<file path="config.mk">
export PLATFORM = sky130hd
export DESIGN_NAME = bsio_port
export DESIGN_NICKNAME = d
export VERILOG_FILES = /design/src/bsio_pkg.sv /design/src/bsio_buf2.sv /design/src/bsio_port.sv
export SDC_FILE = /design/constraint.sdc
export NUM_CORES = 1
export LEC_CHECK = 0
export BUFFER_PORTS_ARGS = -buffer_cell sky130_fd_sc_hd__buf_2
export CORE_MARGIN = 2
export CORE_UTILIZATION = 58
export DETAILED_ROUTE_END_ITERATION = 10
export GPL_TIMING_DRIVEN = 1
export PLACE_DENSITY_LB_ADDON = 0.25
export REMOVE_ABC_BUFFERS = 1
export SYNTH_ARGS = -nofsm -noshare
export SYNTH_HDL_FRONTEND = slang
export SYNTH_SLANG_ARGS = --single-unit
</file>
<file path="constraint.sdc">
create_clock -name clk_in -period 3 [get_ports clk_in]
set_input_delay 0.6 -clock clk_in [delete_from_list [all_inputs] [get_ports clk_in]]
set_output_delay 0.6 -clock clk_in [all_outputs]
set_load 0.02 [all_outputs]
</file>
<file path="src/bsio_pkg.sv">
// package for the bit serial io port: opcodes, field layouts, timing counts
// assumes a single 50 MHz clock; phase-three ticks come from an internal divider
package bsio_pkg;
  localparam int CLK_MHZ = 50;
  localparam int PHASE_NS = 500;
  localparam int PHASE_CYC = (PHASE_NS * CLK_MHZ + 999) / 1000;
  localparam int PHASE_W = 5;
  localparam logic [PHASE_W-1:0] PHASE_LAST = PHASE_W'(PHASE_CYC - 1);
  localparam int ADDR_W = 11;
  localparam int BASE_LSB = 1;
  localparam int BIT_EQ = 2;
  localparam int DISP_W = 8;
  localparam int CNT_W = 4;
  localparam int MAX_BITS = 16;
  localparam int BYTE_BITS = 8;
  localparam int BYTE_MSB_BIT = 8;
  localparam int WORD_W = 16;

  typedef enum logic [2:0] {
    BSIO_OP_SET_ONE,
    BSIO_OP_SET_ZERO,
    BSIO_OP_TEST,
    BSIO_OP_LOAD,
    BSIO_OP_STORE
  } bsio_op_t;

  typedef struct packed {
    bsio_op_t op;
    logic [WORD_W-1:0] base;
    logic [DISP_W-1:0] disp;
    logic [CNT_W-1:0] count;
    logic [WORD_W-1:0] data;
  } bsio_req_t;

  typedef struct packed {
    logic [WORD_W-1:0] data;
    logic eq_flag;
    logic eq_valid;
  } bsio_rsp_t;
endpackage

</file>
<file path="src/bsio_buf2.sv">
// two-entry valid/ready buffer for finished-operation results
// assumes single clock, synchronous active-low reset
`timescale 1ns/1ps
module bsio_buf2 (
  input wire logic clk_in,
  input wire logic resetn_in,
  input wire logic in_valid_in,
  output logic in_ready_out,
  input wire bsio_pkg::bsio_rsp_t in_data_in,
  output logic out_valid_out,
  input wire logic out_ready_in,
  output bsio_pkg::bsio_rsp_t out_data_out
);
  import bsio_pkg::*;
  bsio_rsp_t mem [2];
  bsio_rsp_t next_mem [2];
  logic wr_ptr, rd_ptr, next_wr_ptr, next_rd_ptr;
  logic [1:0] fill, next_fill;
  logic push, pop;

  assign in_ready_out = (fill != 2'h2);
  assign out_valid_out = (fill != 2'h0);
  assign out_data_out = mem[rd_ptr];

  always_comb begin
    push = in_valid_in && in_ready_out;
    pop = out_valid_out && out_ready_in;
    next_mem = mem;
    next_wr_ptr = wr_ptr;
    next_rd_ptr = rd_ptr;
    if (push) begin
      next_mem[wr_ptr] = in_data_in;
      next_wr_ptr = ~wr_ptr;
    end
    if (pop) begin
      next_rd_ptr = ~rd_ptr;
    end
    next_fill = fill + 2'(push) - 2'(pop);
  end

  always_ff @(posedge clk_in) begin
    if (!resetn_in) begin
      mem[0] <= '0;
      mem[1] <= '0;
      wr_ptr <= 1'b0;
      rd_ptr <= 1'b0;
      fill <= 2'h0;
    end else begin
      mem <= next_mem;
      wr_ptr <= next_wr_ptr;
      rd_ptr <= next_rd_ptr;
      fill <= next_fill;
    end
  end

  a_buf_no_overflow: assert property (@(posedge clk_in) disable iff (!resetn_in)
    fill <= 2'h2) else $error("buffer fill above two");
endmodule

</file>
<file path="src/bsio_port.sv">
// processor side of the bit serial io port: address, strobe, serial in/out sequencing
// assumes peripherals decode the bit address when the memory-cycle enable is high
`timescale 1ns/1ps

module bsio_port (
  input wire logic clk_in,
  input wire logic resetn_in,
  input wire logic req_valid_in,
  output logic req_ready_out,
  input wire bsio_pkg::bsio_req_t req_in,
  output logic rsp_valid_out,
  input wire logic rsp_ready_in,
  output bsio_pkg::bsio_rsp_t rsp_out,
  output logic [bsio_pkg::ADDR_W-1:0] bit_address_out,
  output logic memory_cycle_enable_n_out,
  output logic serial_bit_output_out,
  output logic bit_output_strobe_out,
  input wire logic serial_bit_input_in
);
  import bsio_pkg::*;

  typedef enum logic [1:0] {
    BSIO_IDLE,
    BSIO_ADDR,
    BSIO_XFER,
    BSIO_DONE
  } bsio_state_t;

  // sign-extended displacement added to the hardware base address
  function automatic logic [ADDR_W-1:0] bsio_bit_addr(input logic [WORD_W-1:0] base, input logic [DISP_W-1:0] disp);
    bsio_bit_addr = base[BASE_LSB +: ADDR_W] + {{(ADDR_W-DISP_W){disp[DISP_W-1]}}, disp};
  endfunction

  function automatic logic [4:0] bsio_len(input logic [CNT_W-1:0] c);
    bsio_len = (c == '0) ? 5'(MAX_BITS) : {1'b0, c};
  endfunction

  bsio_state_t state, next_state;
  bsio_op_t op, next_op;
  logic [PHASE_W-1:0] div, next_div;
  logic phase3;
  logic [ADDR_W-1:0] addr, next_addr;
  logic [4:0] left, next_left;
  logic [4:0] total, next_total;
  logic [WORD_W-1:0] sreg, next_sreg;
  logic [WORD_W-1:0] acc, next_acc;
  logic mce, next_mce;
  logic sout, next_sout;
  logic strobe, next_strobe;
  logic byte_mode, next_byte_mode;
  logic res_valid, res_ready;
  bsio_rsp_t res, next_res;
  logic out_op;

  // phase-three enable, one pulse per divided phase
  always_comb begin
    next_div = (div == PHASE_LAST) ? '0 : div + PHASE_W'(1);
  end
  assign phase3 = (div == PHASE_LAST);

  assign out_op = (op == BSIO_OP_SET_ONE) || (op == BSIO_OP_SET_ZERO) || (op == BSIO_OP_LOAD);
  assign req_ready_out = (state == BSIO_IDLE);
  assign res_valid = (state == BSIO_DONE);

  always_comb begin
    next_state = state;
    next_op = op;
    next_addr = addr;
    next_left = left;
    next_total = total;
    next_sreg = sreg;
    next_acc = acc;
    next_mce = mce;
    next_sout = sout;
    next_strobe = 1'b0;
    next_byte_mode = byte_mode;
    next_res = res;
    case (state)
      BSIO_IDLE: begin
        if (req_valid_in) begin
          next_op = req_in.op;
          next_acc = req_in.data;
          next_byte_mode = 1'b0;
          if (req_in.op == BSIO_OP_LOAD || req_in.op == BSIO_OP_STORE) begin
            next_addr = bsio_bit_addr(req_in.base, '0);
            next_total = bsio_len(req_in.count);
            next_byte_mode = (bsio_len(req_in.count) <= 5'(BYTE_BITS));
            // byte mode shifts from bit 8, the upper byte's lsb
            next_sreg = (bsio_len(req_in.count) <= 5'(BYTE_BITS)) ?
                        (req_in.data >> BYTE_MSB_BIT) : req_in.data;
          end else begin
            next_addr = bsio_bit_addr(req_in.base, req_in.disp);
            next_total = 5'h01;
            next_sreg = {{(WORD_W-1){1'b0}}, req_in.op == BSIO_OP_SET_ONE};
          end
          next_left = next_total;
          next_state = BSIO_ADDR;
        end
      end
      BSIO_ADDR: begin
        // address steps at a phase three so it still stands through the strobe
        if (phase3) begin
          if (left != total) begin
            next_addr = addr + ADDR_W'(1);
          end
          next_mce = 1'b1;
          next_state = BSIO_XFER;
        end
      end
      BSIO_XFER: begin
        if (phase3) begin
          if (out_op) begin
            next_sout = sreg[0];
            next_strobe = 1'b1;
            next_sreg = sreg >> 1;
          end else begin
            // peripheral holds the bit two phases from phase three, so sample now
            next_sreg = {serial_bit_input_in, sreg[WORD_W-1:1]};
          end
          next_left = left - 5'h01;
          // enable held over the last strobe, dropped one cycle later
          if (left == 5'h01) begin
            next_state = BSIO_DONE;
          end else begin
            next_state = BSIO_ADDR;
          end
        end
      end
      BSIO_DONE: begin
        next_mce = 1'b0;
        next_res.eq_valid = (op == BSIO_OP_TEST);
        next_res.eq_flag = (op == BSIO_OP_TEST) ? sreg[WORD_W-1] : 1'b0;
        next_res.data = acc;
        if (op == BSIO_OP_STORE) begin
          // right-justify collected bits, zero-fill above them; in byte mode within the upper byte, low byte from acc[7:0]
          if (byte_mode) begin
            next_res.data = {8'h00 | 8'(sreg >> (WORD_W - 32'(total))), acc[7:0]};
          end else begin
            next_res.data = sreg >> (WORD_W - 32'(total));
          end
        end
        if (res_ready) begin
          next_state = BSIO_IDLE;
        end
      end
      default: next_state = BSIO_IDLE;
    endcase
  end

  always_ff @(posedge clk_in) begin
    if (!resetn_in) begin
      state <= BSIO_IDLE;
      op <= BSIO_OP_SET_ZERO;
      div <= '0;
      addr <= '0;
      left <= '0;
      total <= '0;
      sreg <= '0;
      acc <= '0;
      mce <= 1'b0;
      sout <= 1'b0;
      strobe <= 1'b0;
      byte_mode <= 1'b0;
      res <= '0;
    end else begin
      state <= next_state;
      op <= next_op;
      div <= next_div;
      addr <= next_addr;
      left <= next_left;
      total <= next_total;
      sreg <= next_sreg;
      acc <= next_acc;
      mce <= next_mce;
      sout <= next_sout;
      strobe <= next_strobe;
      byte_mode <= next_byte_mode;
      res <= next_res;
    end
  end

  // result computed combinationally in DONE, pushed through the buffer
  bsio_rsp_t res_word;
  always_comb begin
    res_word = next_res;
  end

  bsio_buf2 u_buf (
    .clk_in(clk_in),
    .resetn_in(resetn_in),
    .in_valid_in(res_valid),
    .in_ready_out(res_ready),
    .in_data_in(res_word),
    .out_valid_out(rsp_valid_out),
    .out_ready_in(rsp_ready_in),
    .out_data_out(rsp_out)
  );

  assign bit_address_out = addr;
  // low selects memory, high marks a bit address on the lines
  assign memory_cycle_enable_n_out = mce;
  assign serial_bit_output_out = sout;
  assign bit_output_strobe_out = strobe;

  a_strobe_only_out: assert property (@(posedge clk_in) disable iff (!resetn_in)
    strobe |-> out_op) else $error("strobe during input operation");
  a_strobe_in_cycle: assert property (@(posedge clk_in) disable iff (!resetn_in)
    strobe |-> mce) else $error("strobe outside io cycle");
  a_strobe_addr: assert property (@(posedge clk_in) disable iff (!resetn_in)
    strobe |-> $stable(addr)) else $error("address moved under strobe");
  a_strobe_pulse: assert property (@(posedge clk_in) disable iff (!resetn_in)
    strobe |=> !strobe) else $error("strobe longer than one cycle");
  a_addr_step: assert property (@(posedge clk_in) disable iff (!resetn_in)
    (state == BSIO_ADDR && phase3 && left != total) |=> addr == $past(addr) + ADDR_W'(1))
    else $error("address did not increment");
  a_strobe_spacing: assert property (@(posedge clk_in) disable iff (!resetn_in)
    strobe |=> !strobe [*8]) else $error("strobes too close");
  a_set_data: assert property (@(posedge clk_in) disable iff (!resetn_in)
    (strobe && op == BSIO_OP_SET_ONE) |-> sout) else $error("set-one sent zero");
  a_clr_data: assert property (@(posedge clk_in) disable iff (!resetn_in)
    (strobe && op == BSIO_OP_SET_ZERO) |-> !sout) else $error("set-zero sent one");
  a_done_mce_low: assert property (@(posedge clk_in) disable iff (!resetn_in)
    (state == BSIO_DONE) |=> !mce) else $error("enable high after transfer");
  a_idle_mce_low: assert property (@(posedge clk_in) disable iff (!resetn_in)
    (state == BSIO_IDLE) |-> !mce) else $error("enable high while idle");
  a_single_addr: assert property (@(posedge clk_in) disable iff (!resetn_in)
    (state == BSIO_IDLE && req_valid_in && req_in.op == BSIO_OP_TEST) |=>
    addr == bsio_bit_addr($past(req_in.base), $past(req_in.disp))) else $error("bad bit address");

  c_load: cover property (@(posedge clk_in) op == BSIO_OP_LOAD && state == BSIO_DONE);
  c_store: cover property (@(posedge clk_in) op == BSIO_OP_STORE && state == BSIO_DONE);
  c_test: cover property (@(posedge clk_in) op == BSIO_OP_TEST && state == BSIO_DONE);
endmodule

</file>
==> results_tabular.tex <==
\begin{tabular}{lr}
\hline
Metric & Value \\
\hline
\multicolumn{2}{l}{\textbf{Floorplan}} \\
Core area & around 11000 um\^{}2 \\
Number of core rows & 39 \\
Height of the die & 111 um \\
I/O pin count & 86 \\
Die width & 111 um \\
Die area & approximately 12000 um\^{}2 \\
Initial standard-cell utilization of the core & 58.9\% \\
\multicolumn{2}{l}{\textbf{GRT}} \\
Final global-route overflow total & 0 \\
Vias in the first global route & about 6300 \\
Overall global routing resource usage & 31.4\% \\
Global-route wire length before repair & 31300 um \\
Antenna violations before repair & 1 \\
Largest net degree at the start of global routing & 32 \\
\multicolumn{2}{l}{\textbf{Clock network}} \\
Number of levels the H-tree was split into & 4 \\
TritonCTS clock tree & built \\
CTS Buffer Depth & 2 \\
Number of buffers inserted by hold repair at cts & 0 \\
Count of instances resized after the clock tree is built & 0 \\
Number of post-CTS setup repair buffers & 0 \\
Clk sinks & 114 \\
Worst skew pair latency & $\sim$420 ps \\
CTS buffer count & 17 \\
Buffer cell driving the clock tree root & clkbuf\_16 \\
CTS clk-pin slew, worst paths & 50 ps \\
\multicolumn{2}{l}{\textbf{Critical path}} \\
Worst-path maximum fanout & 12 \\
Worst reg-to-reg setup slack & 220 ps \\
Required @ worst endpoint & between 3000 and 4000 ps \\
Critical Path AT & 3070 ps \\
Critical path class & flip-flop to flip-flop \\
Critical path endpoint category & flip-flop \\
CP Launch Type & flip-flop \\
\multicolumn{2}{l}{\textbf{Placed design}} \\
Pre-CTS worst setup slack & 333 ps \\
Detailed Place HPWL & between 10000 and 15000 um \\
Number of port buffers & 80 \\
Routability congestion estimate & 0.921 \\
\multicolumn{2}{l}{\textbf{Synth}} \\
Fraction of post-synthesis cell area in the top cell type by area & approximately a third \\
Fraction of registers with async set or reset after synthesis & 0\% \\
Cell type contributing the most total cell area after synthesis & dfxtp\_1 \\
Number of flip-flops and latches in the synthesized netlist & $\sim$110 \\
Flip-flop cell with the highest count after synthesis & dfxtp\_1 \\
Number of synthesized flops with an enable pin & 0 \\
Average cell area after synthesis & about 8 um\^{}2 \\
Synthesized area & 6660 um\^{}2 \\
Number of distinct standard cells referenced by the synthesized netlist & 71 \\
Synthesis warning total & 0 \\
Cells taking the most area after synthesis & dfxtp\_1 34\%, nand2\_1 5.4\%, a21oi\_1 5.3\% \\
Number of standard cells after synthesis & 820 \\
Sequential element share of the synthesized area & 34.2\% \\
\multicolumn{2}{l}{\textbf{Detailed routing}} \\
Total met2 wirelength after detailed routing & 8840 um \\
Initial DRT Pass Iterations & 5 \\
Sum of met3 wire segment lengths after detailed routing & 1230 um \\
Number of DRC violations after detailed-routing iteration 0 & 642 \\
Vias per std cell & 6.38 \\
Routed length on met1 & 8660 um \\
ANT nets after route & 0 \\
Total Wirelength & 19300 um \\
Number of vias in the routed layout & 6665 \\
Highest metal layer with signal wires & met5 \\
WL per Instance & between 15 and 20 um \\
Number of DRC violations after detailed routing & 0 \\
\multicolumn{2}{l}{\textbf{STA}} \\
Final setup violation count & 0 \\
Worst relative slew slack & between 40\% and 50\% \\
Max Clock Skew & about 6.6 ps \\
Final count of hold timing violations & 0 \\
Post-Route Hold Slack & about 430 ps \\
Number of max-slew violations in the final report & 0 \\
Setup repair after global routing missed its margin & false \\
Setup WS post-layout & about 220 ps \\
Ratio of final minimum period to clock period & $\sim$93\% \\
Upper clock frequency limit & 360 MHz \\
Post-layout minimum cycle time & 2780 ps \\
Slew of the pin with the lowest slew margin & $\sim$870 ps \\
\multicolumn{2}{l}{\textbf{Pwr}} \\
Cell internal power dissipation & between 3 and 4 mW \\
Clock group share of total power & a little over two fifths \\
IR drop worst, VDD & 0.000565 V \\
Combinational share of power & 17.6\% \\
Static Leakage & $\sim$3.1 nW \\
Power density normalized to cell area & 563 nW/um\^{}2 \\
Total net switching power & about 1.3 mW \\
Proportion of total power due to net switching & around 29\% \\
Flop pwr share & 38.4\% \\
\multicolumn{2}{l}{\textbf{Status}} \\
Run status & finished clean \\
\multicolumn{2}{l}{\textbf{Flow run}} \\
Number of max-cap violations & 0 \\
\multicolumn{2}{l}{\textbf{Cells and area}} \\
Fraction of layout instances using a drive strength above 1 & 21.1\% \\
Growth of design area from synthesis to finish & 16.8\% \\
Final core utilization & between 60\% and 70\% \\
Layout Nets & 960 \\
Fill cell count & between 900 and 1000 \\
Ant. Diodes & 0 \\
\multicolumn{2}{l}{\textbf{Hold path}} \\
Path class of the lowest-slack min-delay path & primary input to flip-flop \\
\hline
\end{tabular}
[final cells by class]
class / count / area, um^2 / share of cell area, %
multi-input combinational: 635 / 4100 / 52.6
sequential: 114 / 2280 / 29.3
timing repair buffer: 107 / 603 / 7.75
clock buffer: 23 / 488 / 6.27
tap: 143 / 179 / 2.30
clock inverter: 9 / 80.1 / 1.03
inverter: 14 / 52.6 / 0.675
[layout by cell type, fill, tap and decap left out, types with 7 or more instances in the layout]
cell type,instances
xor2_1,11
inv_1,12
a221oi_1,14
a21oi_1,70
o21ai_0,51
nor3_1,38
nand2_1,96
a211oi_1,13
mux2i_1,21
buf_4,27
xnor2_1,13
o211ai_1,8
nor2_1,70
ha_1,18
o22ai_1,8
nand3_1,38
dfxtp_1,114
buf_2,80
mux2_2,30
and2_1,8
a22oi_1,7
nand2b_1,9
clkbuf_16,17
o31ai_1,16
[layer usage]
layer	up-vias	GRT usage, %
met4	2	13.3
met5	-	0
met3	44	7.33
met1	3207	41.6
met2	264	49.4
li1	3148	-
[sequential cells by signal, indices dropped and copies added, names as in the netlist, 2 cells and up]
name             flops
acc                 16
bit_address_out     11
div                  5
left                 5
op                   3
res                  7
sreg                16
state                2
total                5
u_buf.fill           2
u_buf.mem           36
[cells by family (layout without fill, tap and decap cells)]
group | Yosys count | after routing | share of synthesized area (%)
AND/OR/NAND/NOR | 297 | 297 | 21.0
AO/OA/AOI/OAI | 238 | 238 | 23.2
flip-flops | 114 | 114 | 34.2
buffers and inverters | 71 | 153 | 4.37
multiplexers | 57 | 57 | 10.3
XOR/XNOR | 24 | 24 | 3.15
adder cells (fa/ha/maj) | 19 | 19 | 3.68
[worst max-delay path, cell delays in order (launching register included)]
cell     delay (ps)
dfxtp_1         340
inv_2           100
ha_1            510
buf_4           280
mux2i_1         320
mux2i_1         190
a22oi_1         300
o32ai_1         140
a21oi_1         340
a21oi_1         120
[metrics by stage]
step	TNS [ps]	total power [mW]	cells	area (um^2)
floorplan	-504	2.20	763	6420
global placement	0	2.44	1013	7210
detailed placement	0	2.47	1013	7210
CTS	0	4.38	1045	7780
global route	0	4.54	1045	7780
finish	0	4.38	1045	7780
[worst paths after layout]
kind / startpoint / endpoint / cells past startpoint
min reg2reg: acc[7] / acc[7] / 2
max reg2reg: total[0] / u_buf.mem[11] / 9
max: total[0] / u_buf.mem[11] / 9
min: req_in[1] / acc[1] / 3
[power by group through the flow]
| stage | sequential [mW] | combinational (mW) | clock [mW] |
|---|---|---|---|
| 5_1_grt | 1.69 | 0.845 | 2.01 |
| 3_5_place_dp | 1.71 | 0.755 | 0 |
| 4_1_cts | 1.68 | 0.761 | 1.94 |
| 2_1_floorplan | 1.71 | 0.490 | 0 |
| 3_3_place_gp | 1.71 | 0.737 | 0 |
| 6_report | 1.68 | 0.772 | 1.93 |
[cell usage after synthesis, types with 3 or more instances]
cell type	number
inv_1	13
buf_1	4
o31ai_1	16
mux2i_1	21
xnor2_1	13
nand2_1	96
o211ai_1	8
dfxtp_1	114
a311oi_1	3
a31oi_1	5
o21bai_1	3
nor3_1	38
a21o_1	4
o32ai_1	3
mux2_2	30
nor4b_1	3
o21a_1	5
or2_2	4
o22ai_1	8
nor3b_1	5
clkbuf_1	40
buf_2	11
xor2_1	11
nand2b_1	9
or3_1	5
and2_1	8
a22oi_1	7
nor2_1	70
a2bb2oi_1	4
nand3_1	38
o21ai_0	51
o221a_2	3
a211oi_1	13
a221oi_1	14
a21oi_1	70
ha_1	18
nor2b_1	5
and3_1	3
mux4_2	5
No activity file was read; power rests on OpenSTA's default activity.
